$ cat src/hdl/evt_pll_pkg.sv
// constants for the event flag and pll configuration register bank
package evt_pll_pkg;
	localparam int ADDR_W = 8;
	localparam int DATA_W = 8;
	localparam int FLAG_W = 2 * DATA_W;

	localparam logic [ADDR_W-1:0] OFF_IRQ_EN_CLK = 8'h04;
	localparam logic [ADDR_W-1:0] OFF_IRQ_EN_PAT = 8'h05;
	localparam logic [ADDR_W-1:0] OFF_FLAGS_CLK = 8'h06;
	localparam logic [ADDR_W-1:0] OFF_FLAGS_PAT = 8'h07;
	localparam logic [ADDR_W-1:0] OFF_CLK_RX = 8'h08;
	localparam logic [ADDR_W-1:0] OFF_PLL_CTRL = 8'h0A;
	localparam logic [ADDR_W-1:0] OFF_PLL_LOOP = 8'h0C;

	// implemented bits; the rest read as zero
	localparam logic [DATA_W-1:0] MASK_IRQ_EN_CLK = 8'hF3;
	localparam logic [DATA_W-1:0] MASK_IRQ_EN_PAT = 8'h1C;
	localparam logic [DATA_W-1:0] MASK_FLAGS_CLK = 8'hF3;
	localparam logic [DATA_W-1:0] MASK_FLAGS_PAT = 8'h1C;
	localparam logic [DATA_W-1:0] MASK_CLK_RX = 8'hF0;
	localparam logic [DATA_W-1:0] MASK_PLL_CTRL = 8'hFF;
	localparam logic [DATA_W-1:0] MASK_PLL_LOOP = 8'hDF;

	localparam logic [DATA_W-1:0] RST_IRQ_EN = 8'h00;
	localparam logic [DATA_W-1:0] RST_CLK_RX = 8'h30;
	localparam logic [DATA_W-1:0] RST_PLL_CTRL = 8'h40;
	localparam logic [DATA_W-1:0] RST_PLL_LOOP = 8'hD1;
	localparam logic [FLAG_W-1:0] RST_FLAGS = 16'h0000;

	// bit positions in the clock/sync/fifo flag byte
	localparam int BIT_PLL_LOCK_LOST = 7;
	localparam int BIT_PLL_LOCKED = 6;
	localparam int BIT_SYNC_LOST = 5;
	localparam int BIT_SYNC_LOCKED = 4;
	localparam int BIT_FIFO_WARN1 = 1;
	localparam int BIT_FIFO_WARN2 = 0;
	// bit positions in the pattern flag byte
	localparam int BIT_AVG_PASS = 4;
	localparam int BIT_AVG_FAIL = 3;
	localparam int BIT_SMP_FAIL = 2;
	// configuration fields
	localparam int BIT_DUTY_CONV = 7;
	localparam int BIT_DUTY_REF = 6;
	localparam int BIT_CROSS_CONV = 5;
	localparam int BIT_CROSS_REF = 4;
	localparam int BIT_PLL_EN = 7;
	localparam int BIT_MAN_BAND_EN = 6;
	localparam int BAND_MSB = 5;
	localparam int BW_MSB = 7;
	localparam int BW_LSB = 6;
	localparam int CP_MSB = 4;

	localparam int FIFO_GAP_WARN1 = 1;
	localparam int FIFO_GAP_WARN2 = 2;
	localparam int AVG_CLEAR_PAIRS = 8;
	localparam int PAIR_CNT_W = 4;
endpackage

$ cat src/hdl/flag_if.sv
// set, clear and state of the sticky event flags
interface flag_if #(parameter int W = 16);
	logic [W-1:0] set;
	logic [W-1:0] clr;
	logic [W-1:0] flags;
	modport bank (input set, input clr, output flags);
	modport user (output set, output clr, input flags);
endinterface

$ cat src/hdl/event_flag_bank.sv
// bank of sticky write-one-to-clear flags
module event_flag_bank
	import evt_pll_pkg::*;
#(
	parameter int W = 16
)
(
	input wire logic clock_i,
	input wire logic rstn_i,
	flag_if.bank fl
);
	logic [W-1:0] flags_reg;

	// set after clear: an event in the clearing cycle survives
	always_ff @(posedge clock_i or negedge rstn_i)
	begin
		if (!rstn_i)
			flags_reg <= W'(RST_FLAGS);
		else
			flags_reg <= (flags_reg & ~fl.clr) | fl.set; // RULE_09
	end

	assign fl.flags = flags_reg;
endmodule

$ cat src/hdl/event_pll_regs.sv
// event flag, interrupt enable, clock receiver and pll setting registers
// Contract
// RULE_01 - software writes zero to unused enable bits (the bench writes random values to bits 3,2 of the clock enable register)
// RULE_02 - enable bits 4,3 gate averaged pass/fail
// RULE_03 - enable bit 2 gates sample fail, resets zero
// RULE_04 - pll lock lost flag latches until cleared
// RULE_05 - pll locked flag reads one when locked
// RULE_06 - sync lost flag latches until cleared
// RULE_07 - sync locked flag sets on alignment
// RULE_08 - fifo warnings at pointer gap one, two
// RULE_09 - writing one clears a flag, zero keeps
// RULE_10 - averaged pass flag latches on match
// RULE_11 - averaged fail self-clears after eight good pairs
// RULE_12 - sample fail flag latches on mismatch
// RULE_13 - clock receiver corrections, crossing bits reset one
// RULE_14 - pll enable bit uses reference clock
// RULE_15 - manual band bit selects written band
// RULE_16 - loop bandwidth field resets to narrowest
// RULE_17 - charge pump field resets to 10001
// RULE_18 - first enable register mirrors first flag byte
// RULE_19 - interrupt while any enabled flag set
module event_pll_regs
	import evt_pll_pkg::*;
#(
	parameter int PTR_W = 3
)
(
	input wire logic clock_i,
	input wire logic rstn_i,
	input wire logic [evt_pll_pkg::ADDR_W-1:0] reg_addr_i,
	input wire logic [evt_pll_pkg::DATA_W-1:0] reg_wdata_i,
	input wire logic reg_wr_i,
	output logic [evt_pll_pkg::DATA_W-1:0] reg_rdata_o,
	input wire logic pll_locked_i,
	input wire logic sync_aligned_i,
	input wire logic [PTR_W-1:0] fifo_gap_i,
	input wire logic avg_pass_i,
	input wire logic avg_fail_i,
	input wire logic iq_pair_valid_i,
	input wire logic smp_fail_i,
	output logic irq_o,
	output logic conv_duty_corr_o,
	output logic ref_duty_corr_o,
	output logic conv_cross_corr_o,
	output logic ref_cross_corr_o,
	output logic pll_enable_o,
	output logic manual_band_en_o,
	output logic [evt_pll_pkg::BAND_MSB:0] manual_oscillator_band_o,
	output logic [evt_pll_pkg::BW_MSB-evt_pll_pkg::BW_LSB:0] loop_bw_o,
	output logic [evt_pll_pkg::CP_MSB:0] charge_pump_o
);
	import evt_pll_pkg::*;

	function automatic logic wr_hit(input logic wr, input logic [ADDR_W-1:0] a,
		input logic [ADDR_W-1:0] off);
		wr_hit = wr && (a == off);
	endfunction

	logic [DATA_W-1:0] irq_en_clk_reg;
	logic [DATA_W-1:0] irq_en_pat_reg;
	logic [DATA_W-1:0] clk_rx_reg;
	logic [DATA_W-1:0] pll_ctrl_reg;
	logic [DATA_W-1:0] pll_loop_reg;
	logic [DATA_W-1:0] rdata_reg;
	logic [DATA_W-1:0] rdata_next;
	logic irq_reg;
	logic pll_locked_prev_reg;
	logic sync_aligned_prev_reg;
	logic [PAIR_CNT_W-1:0] pair_cnt_reg;
	logic avg_autoclr;
	logic [FLAG_W-1:0] flags;
	logic irq_any;

	flag_if #(.W(FLAG_W)) fl ();

	event_flag_bank #(.W(FLAG_W)) u_flags (
		.clock_i(clock_i),
		.rstn_i(rstn_i),
		.fl(fl.bank)
	);

	assign flags = fl.flags;

	always_ff @(posedge clock_i or negedge rstn_i)
	begin
		if (!rstn_i)
		begin
			pll_locked_prev_reg <= 1'b0;
			sync_aligned_prev_reg <= 1'b0;
		end
		else
		begin
			pll_locked_prev_reg <= pll_locked_i;
			sync_aligned_prev_reg <= sync_aligned_i;
		end
	end

	// good pairs counted only while the fail flag stands; any fail restarts
	always_ff @(posedge clock_i or negedge rstn_i)
	begin
		if (!rstn_i)
			pair_cnt_reg <= '0;
		else if (avg_fail_i || !flags[DATA_W + BIT_AVG_FAIL] || avg_autoclr)
			pair_cnt_reg <= '0;
		else if (iq_pair_valid_i)
			pair_cnt_reg <= pair_cnt_reg + 1'b1;
	end

	assign avg_autoclr = flags[DATA_W + BIT_AVG_FAIL] && iq_pair_valid_i && !avg_fail_i
		&& (pair_cnt_reg == PAIR_CNT_W'(AVG_CLEAR_PAIRS - 1)); // RULE_11

	always_comb
	begin
		fl.set = '0;
		fl.set[BIT_PLL_LOCK_LOST] = pll_locked_prev_reg && !pll_locked_i; // RULE_04
		fl.set[BIT_PLL_LOCKED] = pll_locked_i; // RULE_05
		fl.set[BIT_SYNC_LOST] = sync_aligned_prev_reg && !sync_aligned_i; // RULE_06
		fl.set[BIT_SYNC_LOCKED] = sync_aligned_i; // RULE_07
		fl.set[BIT_FIFO_WARN1] = (fifo_gap_i == PTR_W'(FIFO_GAP_WARN1)); // RULE_08
		fl.set[BIT_FIFO_WARN2] = (fifo_gap_i == PTR_W'(FIFO_GAP_WARN2)); // RULE_08
		fl.set[DATA_W + BIT_AVG_PASS] = avg_pass_i; // RULE_10
		fl.set[DATA_W + BIT_AVG_FAIL] = avg_fail_i; // RULE_11
		fl.set[DATA_W + BIT_SMP_FAIL] = smp_fail_i; // RULE_12
	end

	always_comb
	begin
		fl.clr = '0;
		if (wr_hit(reg_wr_i, reg_addr_i, OFF_FLAGS_CLK))
			fl.clr[DATA_W-1:0] = reg_wdata_i & MASK_FLAGS_CLK; // RULE_09
		if (wr_hit(reg_wr_i, reg_addr_i, OFF_FLAGS_PAT))
			fl.clr[FLAG_W-1:DATA_W] = reg_wdata_i & MASK_FLAGS_PAT; // RULE_09
		if (avg_autoclr)
			fl.clr[DATA_W + BIT_AVG_FAIL] = 1'b1; // RULE_11
	end

	// unused enable bits are not stored, so stray ones cannot raise requests
	always_ff @(posedge clock_i or negedge rstn_i)
	begin
		if (!rstn_i)
			irq_en_clk_reg <= RST_IRQ_EN;
		else if (wr_hit(reg_wr_i, reg_addr_i, OFF_IRQ_EN_CLK))
			irq_en_clk_reg <= reg_wdata_i & MASK_IRQ_EN_CLK; // RULE_18
	end

	always_ff @(posedge clock_i or negedge rstn_i)
	begin
		if (!rstn_i)
			irq_en_pat_reg <= RST_IRQ_EN; // RULE_03
		else if (wr_hit(reg_wr_i, reg_addr_i, OFF_IRQ_EN_PAT))
			irq_en_pat_reg <= reg_wdata_i & MASK_IRQ_EN_PAT; // RULE_02
	end

	always_ff @(posedge clock_i or negedge rstn_i)
	begin
		if (!rstn_i)
			clk_rx_reg <= RST_CLK_RX; // RULE_13
		else if (wr_hit(reg_wr_i, reg_addr_i, OFF_CLK_RX))
			clk_rx_reg <= reg_wdata_i & MASK_CLK_RX; // RULE_13
	end

	always_ff @(posedge clock_i or negedge rstn_i)
	begin
		if (!rstn_i)
			pll_ctrl_reg <= RST_PLL_CTRL; // RULE_15
		else if (wr_hit(reg_wr_i, reg_addr_i, OFF_PLL_CTRL))
			pll_ctrl_reg <= reg_wdata_i & MASK_PLL_CTRL; // RULE_14
	end

	always_ff @(posedge clock_i or negedge rstn_i)
	begin
		if (!rstn_i)
			pll_loop_reg <= RST_PLL_LOOP; // RULE_16
		else if (wr_hit(reg_wr_i, reg_addr_i, OFF_PLL_LOOP))
			pll_loop_reg <= reg_wdata_i & MASK_PLL_LOOP; // RULE_17
	end

	assign irq_any = |(flags & {irq_en_pat_reg, irq_en_clk_reg}); // RULE_19

	// request follows the enabled flags one edge later
	always_ff @(posedge clock_i or negedge rstn_i)
	begin
		if (!rstn_i)
			irq_reg <= 1'b0;
		else
			irq_reg <= irq_any; // RULE_19
	end

	always_comb
	begin
		rdata_next = '0;
		unique case (reg_addr_i)
			OFF_IRQ_EN_CLK: rdata_next = irq_en_clk_reg;
			OFF_IRQ_EN_PAT: rdata_next = irq_en_pat_reg;
			OFF_FLAGS_CLK: rdata_next = flags[DATA_W-1:0];
			OFF_FLAGS_PAT: rdata_next = flags[FLAG_W-1:DATA_W];
			OFF_CLK_RX: rdata_next = clk_rx_reg;
			OFF_PLL_CTRL: rdata_next = pll_ctrl_reg;
			OFF_PLL_LOOP: rdata_next = pll_loop_reg;
			default: rdata_next = '0;
		endcase
	end

	always_ff @(posedge clock_i or negedge rstn_i)
	begin
		if (!rstn_i)
			rdata_reg <= '0;
		else
			rdata_reg <= rdata_next;
	end

	assign reg_rdata_o = rdata_reg;
	assign irq_o = irq_reg;
	assign conv_duty_corr_o = clk_rx_reg[BIT_DUTY_CONV];
	assign ref_duty_corr_o = clk_rx_reg[BIT_DUTY_REF];
	assign conv_cross_corr_o = clk_rx_reg[BIT_CROSS_CONV];
	assign ref_cross_corr_o = clk_rx_reg[BIT_CROSS_REF];
	assign pll_enable_o = pll_ctrl_reg[BIT_PLL_EN];
	assign manual_band_en_o = pll_ctrl_reg[BIT_MAN_BAND_EN];
	assign manual_oscillator_band_o = pll_ctrl_reg[BAND_MSB:0];
	assign loop_bw_o = pll_loop_reg[BW_MSB:BW_LSB];
	assign charge_pump_o = pll_loop_reg[CP_MSB:0];
endmodule

$ cat config.mk
export PLATFORM = sky130hd
export DESIGN_NAME = event_pll_regs
export DESIGN_NICKNAME = d
export VERILOG_FILES = /design/src/hdl/evt_pll_pkg.sv /design/src/hdl/flag_if.sv /design/src/hdl/event_flag_bank.sv /design/src/hdl/event_pll_regs.sv
export SDC_FILE = /design/constraint.sdc
export NUM_CORES = 1
export LEC_CHECK = 0
export BUFFER_PORTS_ARGS = -buffer_cell sky130_fd_sc_hd__buf_2
export CAP_MARGIN = 0
export CORE_UTILIZATION = 58
export CTS_CLUSTER_SIZE = 40
export DETAILED_ROUTE_END_ITERATION = 6
export GPL_TIMING_DRIVEN = 0
export PLACE_DENSITY = 0.85
export SYNTH_ARGS = -nofsm -noshare
export SYNTH_HDL_FRONTEND = slang
export SYNTH_SLANG_ARGS = --single-unit
$ cat constraint.sdc
create_clock -name clock_i -period 2.41 [get_ports clock_i]
set_clock_uncertainty 0.05 [all_clocks]
set_input_delay 0 -clock clock_i [delete_from_list [all_inputs] [get_ports clock_i]]
set_output_delay 0 -clock clock_i [all_outputs]
set_load 0.02 [all_outputs]
After elaboration in Yosys (flattened, before gate mapping)
Cells that the tools add are included.
W data, S select, Z words.
- add/sub/neg operators: 1
- eq/ne operators: 10
- multiplexer cells: 6
- bitwise logic cells: 4
- reductions and logical operators: 20
- operators with widths (kind ; number):
    $pmux W8 S7 ; 1
    $eq A8 B3 Y1 const B ; 4
    $eq A8 B4 Y1 const B ; 3
    $and A16 B13 Y16 ; 1
    $and A16 B16 Y16 ; 1
    $not A13 Y16 ; 1
    $or A16 B13 Y16 ; 1
    $reduce_or A16 Y1 ; 1
    $logic_and A1 B1 Y1 ; 12
    $mux W4 ; 2
    $mux W8 ; 1
    $mux W5 ; 1
    $add A4 B1 Y4 const B ; 1
    $eq A4 B3 Y1 const B ; 1
    $logic_not A1 Y1 ; 4
    $eq A3 B1 Y1 const B ; 1
    $eq A3 B2 Y1 const B ; 1
    $logic_or A1 B1 Y1 ; 2
    $reduce_bool A2 Y1 ; 1
    $mux W1 ; 1
- bits in registers: 59
- input bits: 28
- output and inout bits: 28
- word-level logic and storage cells: 52

Longest topological paths before layout
- word-level depth: 7
- depth in mapped cells: 5
- depth with buffers taken out: 4

By module
From an unflattened synthesis, not the netlist that was laid out.
- cell total of the unflattened synthesis: 227
- area total of the unflattened synthesis: 2725.1 um2
- modules (own cells, without submodules) (module ; times used ; cells each ; area an instance (um2) ; seq. area each (um2)):
    event_pll_regs ; 1 ; 179 ; 2144.6 ; 1084.8
    event_flag_bank ; 1 ; 48 ; 580.6 ; 400.4

Worst setup path before layout
No wires, ideal clock.
- kind: input to register
- start: input port reg_addr_i[5] in the netlist's numbering
- end: register irq_en_clk_reg[0]
- library setup time: 0.125 ns
- arrival: 1.336 ns
- required time: 2.235 ns
- path slack: 0.899 ns
- cell stages on the path: 3
- path buffers: 0
- path through: or4_4 nor4b_4 mux2_2
- cells in the longest elaborated chain, start to end: 2
- RTL lines (what ; line ; RTL):
    from (decl) ; event_pll_regs.sv:30 ; input wire logic [evt_pll_pkg::ADDR_W-1:0] reg_addr_i,
    $eq A8 B3 Y1 ; event_pll_regs.sv:56 ; wr_hit = wr && (a == off);
    $logic_and A1 B1 Y1 ; event_pll_regs.sv:56 ;
    to (signal assigned) ; event_pll_regs.sv:143 ; irq_en_clk_reg <= reg_wdata_i & MASK_IRQ_EN_CLK;
    to (decl) ; event_pll_regs.sv:59 ; logic [DATA_W-1:0] irq_en_clk_reg;
Every way passes these cells.
A chain may end at the register's enable or synchronous reset.

Worst setup path after layout
- start: input port reg_addr_i[5] in the netlist's numbering
- end: register u_flags.flags_reg[10], in the netlist u_flags.fl.flags[10]
- cells in the longest elaborated chain, start to end: 6
- RTL lines (what ; line ; RTL):
    $eq A8 B3 Y1 ; event_pll_regs.sv:56 ;
    $logic_and A1 B1 Y1 ; event_pll_regs.sv:56 ;
    $mux W5 ; event_pll_regs.sv:131 ; if (wr_hit(reg_wr_i, reg_addr_i, OFF_FLAGS_PAT))
    $not A13 Y16 ; event_flag_bank.sv:20 ; flags_reg <= (flags_reg & ~fl.clr) | fl.set;
    $and A16 B16 Y16 ; event_flag_bank.sv:20 ;
    $or A16 B13 Y16 ; event_flag_bank.sv:20 ;
    to (signal assigned) ; event_flag_bank.sv:18 ; flags_reg <= W'(RST_FLAGS);
    to (signal assigned) ; event_flag_bank.sv:20 ;
    to (decl) ; event_flag_bank.sv:12 ; logic [W-1:0] flags_reg;
Every way passes these cells.

==> results_dict.tcl <==
set metrics [dict create \
    reg2reg_to "u_flags.fl.flags[10]" \
    r2r_slack_ns 1.13 \
    avgRoutedWirePerCell_microns 18.3 \
    dpl_cell_area_sq_um 2810 \
    yosys.cell_count.top_type "dfrtp_1" \
    cp-end-kind "flop" \
    hold_path.class "in2reg" \
    synth_top_area_cell "dfrtp_1" \
    yosys_most_used_dff "dfrtp_1" \
    syn_area_sq_um 2470 \
    syn_to_final_growth_pct 24.5 \
    worst_pin_slew_ns 1.14 \
    fillCellCount 292 \
    path_clk_slew_ns 0.09 \
    rsz0062_at_grt "false" \
    num_vias 2003 \
    relSlewSlack_pct 23.9 \
    regToRegStartpoint "u_flags.fl.flags[10]" \
    cp_data_arrival_time_ns 1.83 \
    overflow 0 \
    critPathLaunch "reg_addr_i[5]" \
    cts_buffers 5 \
    setup_ws_ns 0.721 \
    p_per_area_nw_per_um2 548 \
    ys_top_cells_by_area "dfrtp_1 46%, mux2_2 14%, dfstp_2 7.4%" \
    cts.path.max_buffers 2 \
    slew_violations 0 \
    ios 56 \
    period_needed_ns 1.69 \
    leakagePower_nw 1.45 \
    finalNetCount 309 \
    multi_input_area_sq_um 1100 \
    maxCapViolCount 0 \
    worstSetupPathType "in2reg" \
    antenna_cells 0 \
    final_area_sq_um 3080 \
    gp_congestion 0.911 \
    post_cts_resized 0 \
    drc 0 \
    peakVddDrop_mv 0.500 \
    synth_area_per_cell_sq_um 12.3 \
    fin_tns_setup_ns 0 \
    finalSetupViolCount 0 \
    vias_per_cell 6.05 \
    drtIter0Drc 163 \
    antenna_found_initial 0 \
    clk_latency_ns 0.31 \
    start_util_pct 60.9 \
    layout-drive-gt1-share_pct 37.4 \
    period_share_pct 70.1 \
    place.detailed.hpwl_mm 4.06 \
    clock.fmax_mhz 592 \
    crit_fanout 10 \
    crit_path_end "u_flags.fl.flags[10]" \
    synth_edf_count 0 \
    fp-row-count 23 \
    reg2regPathDepth 2 \
    synth_seq_cells 52 \
    die_h_microns 67.3 \
    synth.top_cells.by_count "45 x dfrtp_1, 30 x mux2_2, 8 x clkbuf_1, 8 x nand2_1" \
    cts_tree "yes" \
    synth_top_area_share_pct 45.5 \
    pre_cts_ws_ns 0.498 \
    die-width_microns 67.3 \
    start_kind "primary input" \
    first_pass_iters 4 \
    report.final.hold_viol_count 0 \
    core_sq_um 4060 \
    cts-root-buf "clkbuf_8" \
    grt_pass1_vias 1983 \
    synthCells 201 \
    cts_sinks 52 \
    placement.io_buffers 54 \
    ant_nets 0 \
    status "finished, final reports clean" \
    grt_use_total_pct 29.5 \
    die-area_sq_um 4530 \
    grt_pass1_wl_mm 9.54 \
    async_reset_ff_share_pct 100 \
    fin_util_pct 75.9 \
    h-tree-depth 2 \
    regArea_sq_um 1310 \
    worstPathRequired_ns 2.55 \
    largest_reg_flops 9 \
    postRouteWirelength_mm 6.06 \
    syn_nets 230 \
    grt_max_degree 53 \
    synthDistinctLibCells 45 \
    synth_seq_area_share_pct 53.0 \
    ys_warn_count 0 \
]
layout by cell type, fill, tap and decap left out, types with 4 or more instances in the layout:
cell / Yosys / layout
dfstp_2: 7 / 7
clkbuf_1: 8 / 9
mux2i_1: 5 / 5
mux2_2: 30 / 30
dlygate4sd3_1: 0 / 18
a41oi_1: 4 / 4
a22oi_1: 4 / 4
nand3b_1: 5 / 5
nand4b_1: 5 / 5
nand4_1: 4 / 4
dfrtp_1: 45 / 45
nor2b_1: 6 / 6
clkbuf_8: 0 / 6
a21oi_1: 6 / 6
a31oi_1: 4 / 4
inv_1: 5 / 5
buf_2: 2 / 56
and3b_1: 6 / 6
nand2_1: 8 / 8
nor2_1: 7 / 7
a21o_1: 4 / 4
through the flow:
step                      power, W  hold slack, ns  instances
after floorplan            0.00106          -0.346        201
after global placement     0.00115          0.0902        305
after detailed placement   0.00116          0.0931        305
after CTS                  0.00169          0.0155        331
after global routing       0.00176          0.0209        331
final                      0.00169          0.0189        331
how the worst min path moves through the flow:
stage / depth (start not counted) / slack, ns / end / from
2_1_floorplan: 0 / -0.35 / clk_rx_reg[6] / rstn_i
3_3_place_gp: 1 / 0.09 / pll_locked_prev_reg / pll_locked_i
3_5_place_dp: 1 / 0.09 / pll_locked_prev_reg / pll_locked_i
4_1_cts: 4 / 0.02 / u_flags.fl.flags[0] / fifo_gap_i[2]
5_1_grt: 3 / 0.02 / u_flags.fl.flags[1] / fifo_gap_i[2]
6_report: 4 / 0.02 / u_flags.fl.flags[1] / fifo_gap_i[2]
final cells by class:
| cell class | count | share of cell area (%) |
|---|---|---|
| tap | 50 | 2.03 |
| multi-input combinational | 134 | 35.8 |
| clock inverter | 1 | 0.244 |
| timing repair buffer | 72 | 14.6 |
| buffer | 10 | 1.30 |
| clock buffer | 7 | 2.80 |
| inverter | 5 | 0.610 |
| sequential | 52 | 42.5 |
kinds of logic after synthesis:
family,count (synthesis),share of synthesized area [%]
xor gates and xnor gates,3,1.06
and+or+nand+nor,56,15.8
AOI/OAI and AO/OA,39,11.5
DFF,52,53.0
buffers and inverters,15,2.38
adders and majority gates,1,0.506
muxes,35,15.7
worst max-delay path, cell delays in order:
cell           delay (ns)
buf_2                0.11
nor4_2               0.76
nand4_1              0.19
a21o_1               0.22
dlygate4sd3_1        0.55
timing repair:
| item | in CTS | in global routing |
|---|---|---|
| hold endpoints to repair | 88 | 0 |
| hold buffers | 18 | 0 |
| setup buffers | 0 | 0 |
per-layer routing:
layer | up-vias | wire, microns | global-route usage (%)
li1 | 918 | - | -
met4 | 0 | 101 | 9.84
met3 | 9 | 303 | 4.90
met1 | 1001 | 2510 | 37.9
met2 | 75 | 3140 | 50.4
met5 | - | 0 | 0
power breakdown:
part           internal, W  total, W  switching, W
clock network     0.000234  0.000517      0.000284
registers         0.000910  0.000934     0.0000239
logic             0.000102  0.000236      0.000134
(Power assumes the default switching activity.)
